===== src/verilog/swuart_map.vh =====
`ifndef SWUART_MAP_VH
`define SWUART_MAP_VH

// ==========================================================
// Frame contents
// Node address this device answers to
`define NODE_ADDR 8'h00
// Address byte placed in every reply toward the host
`define REPLY_ADDR 8'hff
// Sync nibble 1,0,1,0 sent LSB first, reserved bits zero
`define SYNC_TX_BYTE 8'h05
// Sync nibble already shifted into the top of the receive byte
`define SYNC_RX_PRELOAD 8'h50
// CRC polynomial x^8+x^2+x+1 without the top term
`define CRC_POLY 8'h07
// CRC start value
`define CRC_INIT 8'h00

// ==========================================================
// Timing, in core clock cycles
// Shortest low pulse on an idle line that is not a glitch
`define GLITCH_CYC 18'h00010
// Shortest accepted bit period (core clock divided by 16)
`define MIN_BIT_CYC 16'h0010
// Saturation value of the sync measurement counter
`define MEAS_MAX 18'h3ffff

// ==========================================================
// Timing, in bit times
// Start-to-start gap that abandons a reception
`define GAP_BITS 7'h3f
// Idle time needed after an error or glitch
`define RECOVER_BITS 7'h0c
// Release of the driver after the last stop bit
`define RELEASE_BITS 7'h04
// Frame bits of one byte after the start bit (8 data, 1 stop)
`define TX_LAST_BIT 4'h9

`endif


===== src/verilog/swuart_tx.v =====
`timescale 1ns/1ns
`default_nettype none
`include "swuart_map.vh"

module swuart_tx (
    input wire i_clk, // Core clock
    input wire i_rst_n, // Synchronous reset, active low
    input wire [15:0] i_bit_len, // Bit period in cycles
    input wire i_go, // One-cycle request to send i_byte
    input wire [7:0] i_byte, // Byte to send
    output wire o_ready, // High while no byte is being sent
    output reg o_txd_q // Serial line level
);

reg busy_q;
reg [9:0] sh_q;
reg [3:0] n_q;
reg [15:0] tmr_q;

assign o_ready = ~busy_q;

// ==========================================================
// Byte serialiser
// Start bit low, eight data bits LSB first, stop bit high
always @(posedge i_clk) begin
    if (!i_rst_n) begin
        busy_q <= 1'b0;
        sh_q <= 10'h3ff;
        n_q <= 4'h0;
        tmr_q <= 16'h0000;
        o_txd_q <= 1'b1;
    end else if (!busy_q) begin
        if (i_go) begin
            sh_q <= {1'b1, i_byte, 1'b0};
            o_txd_q <= 1'b0;
            n_q <= 4'h0;
            tmr_q <= i_bit_len - 16'h0001;
            busy_q <= 1'b1;
        end
    end else if (tmr_q != 16'h0000) begin
        tmr_q <= tmr_q - 16'h0001;
    end else if (n_q == `TX_LAST_BIT) begin
        // Stop bit has stood a full bit time
        busy_q <= 1'b0;
        o_txd_q <= 1'b1;
    end else begin
        sh_q <= {1'b1, sh_q[9:1]};
        o_txd_q <= sh_q[1];
        n_q <= n_q + 4'h1;
        tmr_q <= i_bit_len - 16'h0001;
    end
end

endmodule
`default_nettype wire


===== src/verilog/swuart_slave.v =====
// What this block does
// Datagrams open with sync nibble 1,0,1,0
// Write datagram: eight bytes, ends with CRC
// Byte three: register address, bit7 write flag
// Bits LSB first, data word MSB first
// Reserved bits ignored but included in CRC
// Node address fixed at zero
// Start bit low, stop bit high
// Bit period from start to bit3 edge
// Baud divider remeasured every datagram
// Accept bit periods of sixteen cycles upward
// Abandon after 63 bit times between starts
// Host idles twelve bits after a reset
// Short idle pulse is glitch, then recover
// CRC or framing error handled like glitch
// Host avoids abrupt large baud drops
// Count accepted writes, eight bit wrapping
// Reads leave the write counter alone
// Host keeps line high when idle
// Pin power-down meaning gated by disable bit
// CRC8 x^8+x^2+x+1, zero start, LSB first
// Read request: four bytes, write flag clear
// Reply after eight-bit-time multiples of delay
// Reply to 0xFF, release four bits later
// Only complete, checked, addressed datagrams act
`timescale 1ns/1ns
`default_nettype none
`include "swuart_map.vh"

module swuart_slave (
    input wire I_CLK, // Core clock, 100 MHz
    input wire I_RST_N, // Synchronous reset, active low
    input wire I_DATA_PIN, // Single-wire data pin, input side
    output wire O_DATA_PIN, // Single-wire data pin, output side
    output wire O_DATA_OE, // High while this device drives the pin
    input wire I_PDN_DISABLE, // Power-down pin disable from global config
    input wire [3:0] I_REPLY_DELAY, // Reply delay setting, eight-bit units
    input wire [31:0] I_RD_DATA, // Register contents at O_RD_ADDR
    output reg O_WR_STB_Q, // One-cycle register write strobe
    output reg [6:0] O_WR_ADDR_Q, // Register address of the write
    output reg [31:0] O_WR_DATA_Q, // Data of the write
    output reg O_RD_STB_Q, // One-cycle register read strobe
    output reg [6:0] O_RD_ADDR_Q, // Register address of the read
    output reg [7:0] O_WR_COUNT_Q, // Accepted write datagram counter
    output reg O_PDN_REQ_Q // Pin asks for standstill power down
);

// ==========================================================
// States
localparam ST_IDLE = 3'h0;
localparam ST_MEAS = 3'h1;
localparam ST_RXBIT = 3'h2;
localparam ST_WSTART = 3'h3;
localparam ST_RECOV = 3'h4;
localparam ST_RDLY = 3'h5;
localparam ST_TXB = 3'h6;
localparam ST_RELS = 3'h7;

reg [2:0] st_q;
reg p1_q, p2_q, p3_q, lvl_q, lvl_prev_q;
reg [17:0] meas_q;
reg falls_q;
reg [15:0] bit_q, good_q;
reg [16:0] tmr_q;
reg [3:0] idx_q;
reg [3:0] bytes_q;
reg [7:0] sh_q, node_q, reg_q, crc_q;
reg [31:0] data_q;
reg [6:0] bits_q;
reg [55:0] rep_q;
reg tx_go_q;
reg [7:0] tx_byte_q;
wire tx_ready;
wire tx_line;

// ==========================================================
// CRC helper, one byte fed LSB first
function [7:0] crc8_byte;
    input [7:0] c;
    input [7:0] b;
    integer i;
    reg [7:0] r;
    begin
        r = c;
        for (i = 0; i < 8; i = i + 1) begin
            if (r[7] ^ b[i]) begin
                r = {r[6:0], 1'b0} ^ `CRC_POLY;
            end else begin
                r = {r[6:0], 1'b0};
            end
        end
        crc8_byte = r;
    end
endfunction

// ==========================================================
// Pin synchroniser and filter
// The level moves only once the second and third stages agree
always @(posedge I_CLK) begin
    if (!I_RST_N) begin
        p1_q <= 1'b1;
        p2_q <= 1'b1;
        p3_q <= 1'b1;
        lvl_q <= 1'b1;
        lvl_prev_q <= 1'b1;
    end else begin
        p1_q <= I_DATA_PIN;
        p2_q <= p1_q;
        p3_q <= p2_q;
        if (p2_q == p3_q) begin
            lvl_q <= p2_q;
        end
        lvl_prev_q <= lvl_q;
    end
end

wire fall = lvl_prev_q & ~lvl_q;
wire rise = ~lvl_prev_q & lvl_q;
wire tick = (tmr_q == 17'h00000);

// Timeouts run on the period of the last good datagram, if any
wire [15:0] tmo_bit = (good_q != 16'h0000) ? good_q : bit_q;
wire [16:0] bit_rl = {1'b0, bit_q} - 17'h00001;
wire [16:0] tmo_rl = {1'b0, tmo_bit} - 17'h00001;
wire [16:0] half_rl = {1'b0, bit_q} + {2'b00, bit_q[15:1]} - 17'h00001;
wire [15:0] meas_bit = meas_q[17:2];
wire [16:0] meas_half = {1'b0, meas_bit} + {2'b00, meas_bit[15:1]} - 17'h00001;
wire [7:0] rx_byte = sh_q;
wire [3:0] dly_units = (I_REPLY_DELAY == 4'h0) ? 4'h1 : I_REPLY_DELAY;
wire [6:0] dly_bits = {dly_units, 3'b000};
wire is_read_end = (bytes_q == 4'h3) & ~reg_q[7];
wire is_write_end = (bytes_q == 4'h7);

// ==========================================================
// Reception, reply and recovery sequencer
always @(posedge I_CLK) begin
    if (!I_RST_N) begin
        st_q <= ST_IDLE;
        meas_q <= 18'h00000;
        falls_q <= 1'b0;
        bit_q <= `MIN_BIT_CYC;
        good_q <= 16'h0000;
        tmr_q <= 17'h00000;
        idx_q <= 4'h0;
        bytes_q <= 4'h0;
        sh_q <= 8'h00;
        node_q <= 8'h00;
        reg_q <= 8'h00;
        crc_q <= `CRC_INIT;
        data_q <= 32'h00000000;
        bits_q <= 7'h00;
        rep_q <= 56'h00000000000000;
        tx_go_q <= 1'b0;
        tx_byte_q <= 8'h00;
        O_WR_STB_Q <= 1'b0;
        O_WR_ADDR_Q <= 7'h00;
        O_WR_DATA_Q <= 32'h00000000;
        O_RD_STB_Q <= 1'b0;
        O_RD_ADDR_Q <= 7'h00;
        O_WR_COUNT_Q <= 8'h00;
    end else begin
        O_WR_STB_Q <= 1'b0;
        O_RD_STB_Q <= 1'b0;
        tx_go_q <= 1'b0;
        if (!tick) begin
            tmr_q <= tmr_q - 17'h00001;
        end
        case (st_q)
            ST_IDLE: begin
                // Every datagram restarts the baud measurement
                if (fall) begin
                    // The start edge cycle is itself the first counted cycle
                    meas_q <= 18'h00001;
                    falls_q <= 1'b0;
                    st_q <= ST_MEAS;
                end
            end
            ST_MEAS: begin
                if (meas_q != `MEAS_MAX) begin
                    meas_q <= meas_q + 18'h00001;
                end
                if (!falls_q && rise && meas_q < `GLITCH_CYC) begin
                    bits_q <= 7'h00;
                    tmr_q <= tmo_rl;
                    st_q <= ST_RECOV;
                end else if (meas_q == `MEAS_MAX) begin
                    bits_q <= 7'h00;
                    tmr_q <= tmo_rl;
                    st_q <= ST_RECOV;
                end else if (fall && !falls_q) begin
                    // Edge from sync bit 0 to bit 1, not yet the end
                    falls_q <= 1'b1;
                end else if (fall) begin
                    // Edge from bit 2 to bit 3 closes four bit times
                    if (meas_bit < `MIN_BIT_CYC) begin
                        bits_q <= 7'h00;
                        tmr_q <= tmo_rl;
                        st_q <= ST_RECOV;
                    end else begin
                        bit_q <= meas_bit;
                        tmr_q <= meas_half;
                        idx_q <= 4'h4;
                        sh_q <= `SYNC_RX_PRELOAD;
                        bytes_q <= 4'h0;
                        crc_q <= `CRC_INIT;
                        bits_q <= 7'h00;
                        st_q <= ST_RXBIT;
                    end
                end
            end
            ST_RXBIT: begin
                if (tick) begin
                    bits_q <= bits_q + 7'h01;
                    tmr_q <= bit_rl;
                    if (idx_q != 4'h8) begin
                        sh_q <= {lvl_q, sh_q[7:1]};
                        idx_q <= idx_q + 4'h1;
                    end else if (!lvl_q) begin
                        // Missing stop bit is a framing error
                        bits_q <= 7'h00;
                        tmr_q <= tmo_rl;
                        st_q <= ST_RECOV;
                    end else if (is_read_end || is_write_end) begin
                        if (rx_byte != crc_q) begin
                            bits_q <= 7'h00;
                            tmr_q <= tmo_rl;
                            st_q <= ST_RECOV;
                        end else if (node_q != `NODE_ADDR) begin
                            st_q <= ST_IDLE;
                        end else if (is_write_end) begin
                            O_WR_STB_Q <= 1'b1;
                            O_WR_ADDR_Q <= reg_q[6:0];
                            O_WR_DATA_Q <= data_q;
                            O_WR_COUNT_Q <= O_WR_COUNT_Q + 8'h01;
                            good_q <= bit_q;
                            st_q <= ST_IDLE;
                        end else begin
                            // Read: counter untouched, reply at same baud
                            O_RD_STB_Q <= 1'b1;
                            O_RD_ADDR_Q <= reg_q[6:0];
                            good_q <= bit_q;
                            bits_q <= 7'h00;
                            st_q <= ST_RDLY;
                        end
                    end else begin
                        // Reserved bits of byte 0 only feed the CRC
                        crc_q <= crc8_byte(crc_q, rx_byte);
                        if (bytes_q == 4'h1) begin
                            node_q <= rx_byte;
                        end
                        if (bytes_q == 4'h2) begin
                            reg_q <= rx_byte;
                        end
                        if (bytes_q > 4'h2) begin
                            data_q <= {data_q[23:0], rx_byte};
                        end
                        bytes_q <= bytes_q + 4'h1;
                        tmr_q <= tmo_rl;
                        st_q <= ST_WSTART;
                    end
                end
            end
            ST_WSTART: begin
                if (fall) begin
                    tmr_q <= half_rl;
                    idx_q <= 4'h0;
                    bits_q <= 7'h00;
                    st_q <= ST_RXBIT;
                end else if (tick) begin
                    tmr_q <= tmo_rl;
                    bits_q <= bits_q + 7'h01;
                    if (bits_q >= `GAP_BITS - 7'h01) begin
                        st_q <= ST_IDLE;
                    end
                end
            end
            ST_RECOV: begin
                // Any low level restarts the idle count
                if (!lvl_q) begin
                    bits_q <= 7'h00;
                    tmr_q <= tmo_rl;
                end else if (tick) begin
                    tmr_q <= tmo_rl;
                    bits_q <= bits_q + 7'h01;
                    if (bits_q == `RECOVER_BITS - 7'h01) begin
                        st_q <= ST_IDLE;
                    end
                end
            end
            ST_RDLY: begin
                if (tick) begin
                    tmr_q <= bit_rl;
                    bits_q <= bits_q + 7'h01;
                    if (bits_q == dly_bits - 7'h01) begin
                        rep_q <= {`SYNC_TX_BYTE, `REPLY_ADDR, 1'b0, O_RD_ADDR_Q,
                            I_RD_DATA};
                        crc_q <= `CRC_INIT;
                        bytes_q <= 4'h0;
                        st_q <= ST_TXB;
                    end
                end
            end
            ST_TXB: begin
                // Seven payload bytes then the running CRC
                if (tx_ready && !tx_go_q) begin
                    if (bytes_q == 4'h8) begin
                        bits_q <= 7'h00;
                        tmr_q <= bit_rl;
                        st_q <= ST_RELS;
                    end else begin
                        tx_go_q <= 1'b1;
                        bytes_q <= bytes_q + 4'h1;
                        if (bytes_q == 4'h7) begin
                            tx_byte_q <= crc_q;
                        end else begin
                            tx_byte_q <= rep_q[55:48];
                            crc_q <= crc8_byte(crc_q, rep_q[55:48]);
                            rep_q <= {rep_q[47:0], 8'h00};
                        end
                    end
                end
            end
            ST_RELS: begin
                // Hold the line high before letting go of it
                if (tick) begin
                    tmr_q <= bit_rl;
                    bits_q <= bits_q + 7'h01;
                    if (bits_q == `RELEASE_BITS - 7'h01) begin
                        st_q <= ST_IDLE;
                    end
                end
            end
            default: begin
                st_q <= ST_IDLE;
            end
        endcase
    end
end

// ==========================================================
// Reply serialiser
swuart_tx u_tx (
    .i_clk(I_CLK),
    .i_rst_n(I_RST_N),
    .i_bit_len(bit_q),
    .i_go(tx_go_q),
    .i_byte(tx_byte_q),
    .o_ready(tx_ready),
    .o_txd_q(tx_line)
);

// Drive only while replying; the line is high when released
assign O_DATA_OE = (st_q == ST_TXB) | (st_q == ST_RELS);
assign O_DATA_PIN = tx_line;

// ==========================================================
// Dual-use pin: a low pin means automatic standstill power down,
// unless software has switched that meaning off
always @(posedge I_CLK) begin
    if (!I_RST_N) begin
        O_PDN_REQ_Q <= 1'b0;
    end else begin
        O_PDN_REQ_Q <= ~I_PDN_DISABLE & ~lvl_q;
    end
end

endmodule
`default_nettype wire


===== config.mk =====
export PLATFORM = sky130hd
export DESIGN_NAME = swuart_slave
export DESIGN_NICKNAME = d
export VERILOG_FILES = /design/src/verilog/swuart_tx.v /design/src/verilog/swuart_slave.v
export VERILOG_INCLUDE_DIRS = /design/src /design/src/verilog
export SDC_FILE = /design/constraint.sdc
export NUM_CORES = 1
export LEC_CHECK = 0
export BUFFER_PORTS_ARGS = -buffer_cell sky130_fd_sc_hd__buf_2
export CAP_MARGIN = 20
export CELL_PAD_IN_SITES_DETAIL_PLACEMENT = 1
export CELL_PAD_IN_SITES_GLOBAL_PLACEMENT = 2
export CORE_ASPECT_RATIO = 0.8
export CORE_MARGIN = 1.5
export CORE_UTILIZATION = 40
export DETAILED_ROUTE_END_ITERATION = 12
export GPL_ROUTABILITY_DRIVEN = 0
export GPL_TIMING_DRIVEN = 0
export HOLD_SLACK_MARGIN = 0.12
export PLACE_DENSITY = 0.87
export RECOVER_POWER = 50
export SYNTH_ARGS = -nofsm -noshare
export SYNTH_HDL_FRONTEND = slang
export SYNTH_HIERARCHICAL = 1
export SYNTH_SLANG_ARGS = --single-unit
export TNS_END_PERCENT = 1

===== constraint.sdc =====
create_clock -name I_CLK -period 9.7 [get_ports I_CLK]
set_input_delay 0 -clock I_CLK [delete_from_list [all_inputs] [get_ports I_CLK]]
set_output_delay 0 -clock I_CLK [all_outputs]
set_load 0.02 [all_outputs]

==> impl_summary.log <==
INFO  metric worst_r2r_startpoint = tmr_q[2]
INFO  metric finalClockSkew = 0.0312 ns
INFO  metric fmax = 0.199 GHz
INFO  metric worst_hold_path.num_cells = 3
INFO  metric fp.dieW = 247 um
INFO  metric clock-sinks = 307
INFO  metric setup_ws = ~4.7 ns
INFO  metric rsz0062_at_grt = false
INFO  metric hold_ws = 0.129 ns
INFO  metric number_of_global_route_vias_before_repair = 20200
INFO  metric layout-drive-gt1-share = 0.0480
INFO  metric post_synthesis_simple_gate_area_fraction = 0.245
INFO  metric critical_path.cell_chain = nor3_1, nand3_1, nor2_1, a31oi_1, o21ai_0, and3_1, clkbuf_1, clkbuf_1, buf_1, a311oi_1
INFO  metric detailedPlacementHpwl = 59.7 mm
INFO  metric synth_seq_area_share = 0.323
INFO  metric timing.max_cap.violations = 1
INFO  metric synth_most_common_cell = nand2_1
INFO  metric postSynth.asyncResetShare = 0
INFO  metric cts.path.max_buffers = 3
INFO  metric worst_hold_path_type = primary input to flop
INFO  metric synth.cells.most_frequent = nand2_1 (440), dfxtp_1 (307), a21oi_1 (254), nor2_1 (221), clkbuf_1 (142)
INFO  metric worstSetupStartpointType = flop
INFO  metric report.final.slew_viol_count = 9
INFO  metric layout.nets = about 2900
INFO  metric yosys.area_share.adder = 0.0686
INFO  metric port_buffers = 98
INFO  metric drt-initial-drc-count = ~2200
INFO  metric rr_endpoint = rep_q[19]
INFO  metric design_area = between 20000 and 25000 um2
INFO  metric peakVddDrop = 0.195 mV
INFO  metric synth_largest_area_cell = dfxtp_1
INFO  metric synth_compound_gate_area_share = 0.228
INFO  metric detailedRoute.firstPassIterationCount = 7
INFO  metric cts_h_tree_depth = 2
INFO  metric timing.critical_path.mode_cell = clkbuf_1
INFO  metric clock_latency = 0.58 ns
INFO  metric largest_family_of_logic_cells_by_synthesized_area = simple AND/OR/NAND/NOR gates
INFO  metric holdCritStartpoint = I_PDN_DISABLE
INFO  metric postRouteAntennaNets = 0
INFO  metric vias_per_cell = 6.09
INFO  metric cts_tree = built
INFO  metric cts_setup_buffers = 0
INFO  metric finalSetupTns = 0 ns
INFO  metric run_status = complete, but fails checks
INFO  metric min_period = 5.02 ns
INFO  metric yosysUniqueCellTypes = between 100 and 150
INFO  metric timing.critical_path.arrival = approximately 5.4 ns
INFO  metric grt_antenna_before_repair = 3
INFO  metric synth.net_count = 2678
INFO  metric filler_cell_count = 5889
INFO  metric syn-cell-area = 19000 um2
INFO  metric worstRegToRegCells = 10
INFO  metric wl_per_cell = between 20 and 25 um
INFO  metric tritoncts.num_buffers = 34
INFO  metric synth.top_cell.area_share = 0.323
INFO  metric multiplexer_share_of_the_synthesized_area = 0.0138
INFO  metric reg2reg_setup_slack = 4.68 ns
INFO  metric ys_top_cells_by_area = dfxtp_1 (32%), nand2_1 (8.7%), a21oi_1 (6.7%), ha_1 (6.4%), xnor2_1 (4.5%)
INFO  metric placement_rows = 71
INFO  metric grt_pass1_wl = 121 mm
INFO  metric fp.coreArea = 47000 um2
INFO  metric timing_hold_violations_final = 0
INFO  metric die_y = 198 um
INFO  metric dpl_worst_slack = roughly 5.2 ns
INFO  metric place_area = 20300 um2
INFO  metric postSynthRegisterBits = 307
INFO  metric worst_path_max_delay_cell = o21ai_0
INFO  metric failing_checks = capacitance limit, slew limit
INFO  metric power.static_leakage = about 0.0079 uW
INFO  metric synth_enable_flop_cells = 0
INFO  metric worstSetupEndpointType = flop
INFO  metric synth_area_per_cell = around 7.5 um2
INFO  metric max_slew.worst_pin.slew = 1.51 ns
INFO  metric path_class = flop to flop
INFO  metric clock_pin_slew_on_the_worst_setup_and_hold_paths = 0.06 ns
INFO  metric critPathTopFamily = simple AND/OR/NAND/NOR gates
INFO  metric design.portCount = 99
INFO  metric grt.overflow.total = 0
INFO  metric die_area = 48900 um2
INFO  metric clockRootBuffer = clkbuf_16
INFO  metric synthXorXnorAreaFrac = 0.0644
INFO  metric path_max_fanout = 10
INFO  metric worstPathRequired = 10.09 ns
INFO  metric finalCoreUtilization = 0.461
INFO  metric worst-path-buf-inv = 3
INFO  metric power.density_cell_area = roughly 160 nW/um2
INFO  metric maxSlewHeadroom = -0.0136
INFO  metric initial_core_util = 0.405
INFO  metric post_synth_inst_count = 2536
INFO  metric slowest_delay = just over 0.7 ns
INFO  metric detail_route.drc_violations = 0
INFO  metric layout-area-overhead-vs-synth = 13.8%
INFO  metric hold_path_sink = O_PDN_REQ_Q
INFO  metric grt.total_usage = 0.323
INFO  metric yosys_most_used_dff = dfxtp_1
INFO  metric synth_warnings = 6
INFO  metric min_period_over_period = 0.517
INFO  metric routed_wirelength = 80.2 mm
INFO  metric vias = about 20000
INFO  metric grt_start_max_net_pins = 14
INFO  metric number_of_setup_violations_in_the_final_report = 0
-- worst min-delay path, cell delays in order --
cell and delay (ns):
dlygate4sd3_1 0.52, buf_2 0.09, nor2_1 0.03
-- cell type report --
class	instances	area, um2	share of cell area
clock inverters	10	155	0.00716
flip-flops and latches	307	6150	0.284
well taps	620	776	0.0358
diodes	2	5.00	0.000231
repair buffers	136	781	0.0360
clock buffers	49	987	0.0456
plain buffers	161	622	0.0287
inverters	120	450	0.0208
multi-input cells	1948	11800	0.542
-- metal layers --
layer | GRT usage | wire length (um) | share of wire | vias to the layer above
met3 | 0.0726 | 7130 | 0.089 | 194
met4 | 0.111 | 2700 | 0.034 | 0
met5 | 0 | 0 | 0 | -
met2 | 0.477 | 33500 | 0.42 | 860
met1 | 0.457 | 36900 | 0.46 | 10100
li1 | - | - | - | 9311
-- kinds of logic after synthesis --
group,count (synthesis)
flip-flops,307
adder cells (fa/ha/maj),102
buffers and inverters,281
AO/OA/AOI/OAI,664
AND/OR/NAND/NOR,1016
XOR/XNOR,140
multiplexers,26
-- layout by cell type (no fill, tap or decap), types with 22 or more instances in the layout --
cell,netlist,routed
ha_1,98,98
nor3_1,68,69
nand3_1,87,87
o211ai_1,39,40
dfxtp_1,307,307
a311oi_1,46,46
or3_1,25,26
o21ai_0,88,91
buf_2,9,49
xnor2_1,97,97
a31oi_1,26,26
a21oi_1,254,255
clkbuf_1,142,213
nand2_1,440,440
xor2_1,43,43
a211oi_1,22,23
or4_1,22,23
clkbuf_16,0,34
nor2_1,221,222
mux2i_1,24,24
dlygate4sd3_1,0,35
inv_1,117,117
nor4_1,22,22
-- power breakdown --
part / internal, uW / switching [uW] / leakage, uW
clock network: 771 / 584 / 0.000559
logic: 218 / 553 / 0.00491
registers: 1290 / 34.5 / 0.00248
total: 2280 / 1170 / 0.00794
-- how the worst max path moves through the flow --
| stage | startpoint | to | slack (ns) | depth (start not counted) |
|---|---|---|---|---|
| final | tmr_q[2] | rep_q[19] | 4.68 | 10 |
| after global routing | tmr_q[2] | rep_q[19] | 4.56 | 10 |
| after CTS | good_q[0] | tmr_q[16] | 5.16 | 12 |
| after detailed placement | good_q[0] | tmr_q[16] | 5.21 | 12 |
| after global placement | good_q[0] | tmr_q[16] | 5.24 | 12 |
| after floorplan | good_q[4] | tmr_q[16] | 6.29 | 13 |
-- registers in the layout, indices dropped and copies added (netlist names), 8 cells and up --
signal        cells
node_q            8
tmr_q            17
u_tx/tmr_q       16
rep_q            56
u_tx/sh_q         8
O_WR_DATA_Q      32
bit_q            16
tx_byte_q         8
data_q           32
crc_q             8
O_WR_COUNT_Q      8
good_q           16
reg_q             8
meas_q           18
rx_byte           8
-- per-stage QoR --
stage               std cells  power, uW
floorplan                2536       1790
global placement         3254       2040
detailed placement       3256       2060
CTS                      3350       3430
global route             3352       3560
finish                   3353       3450
-- repair_timing --
action | 4_1_cts | 5_1_grt
hold buffers | 35 | 0
hold endpoints to repair | 64 | 0
resized for setup | 0 | 0
(Power assumes the default switching activity.)
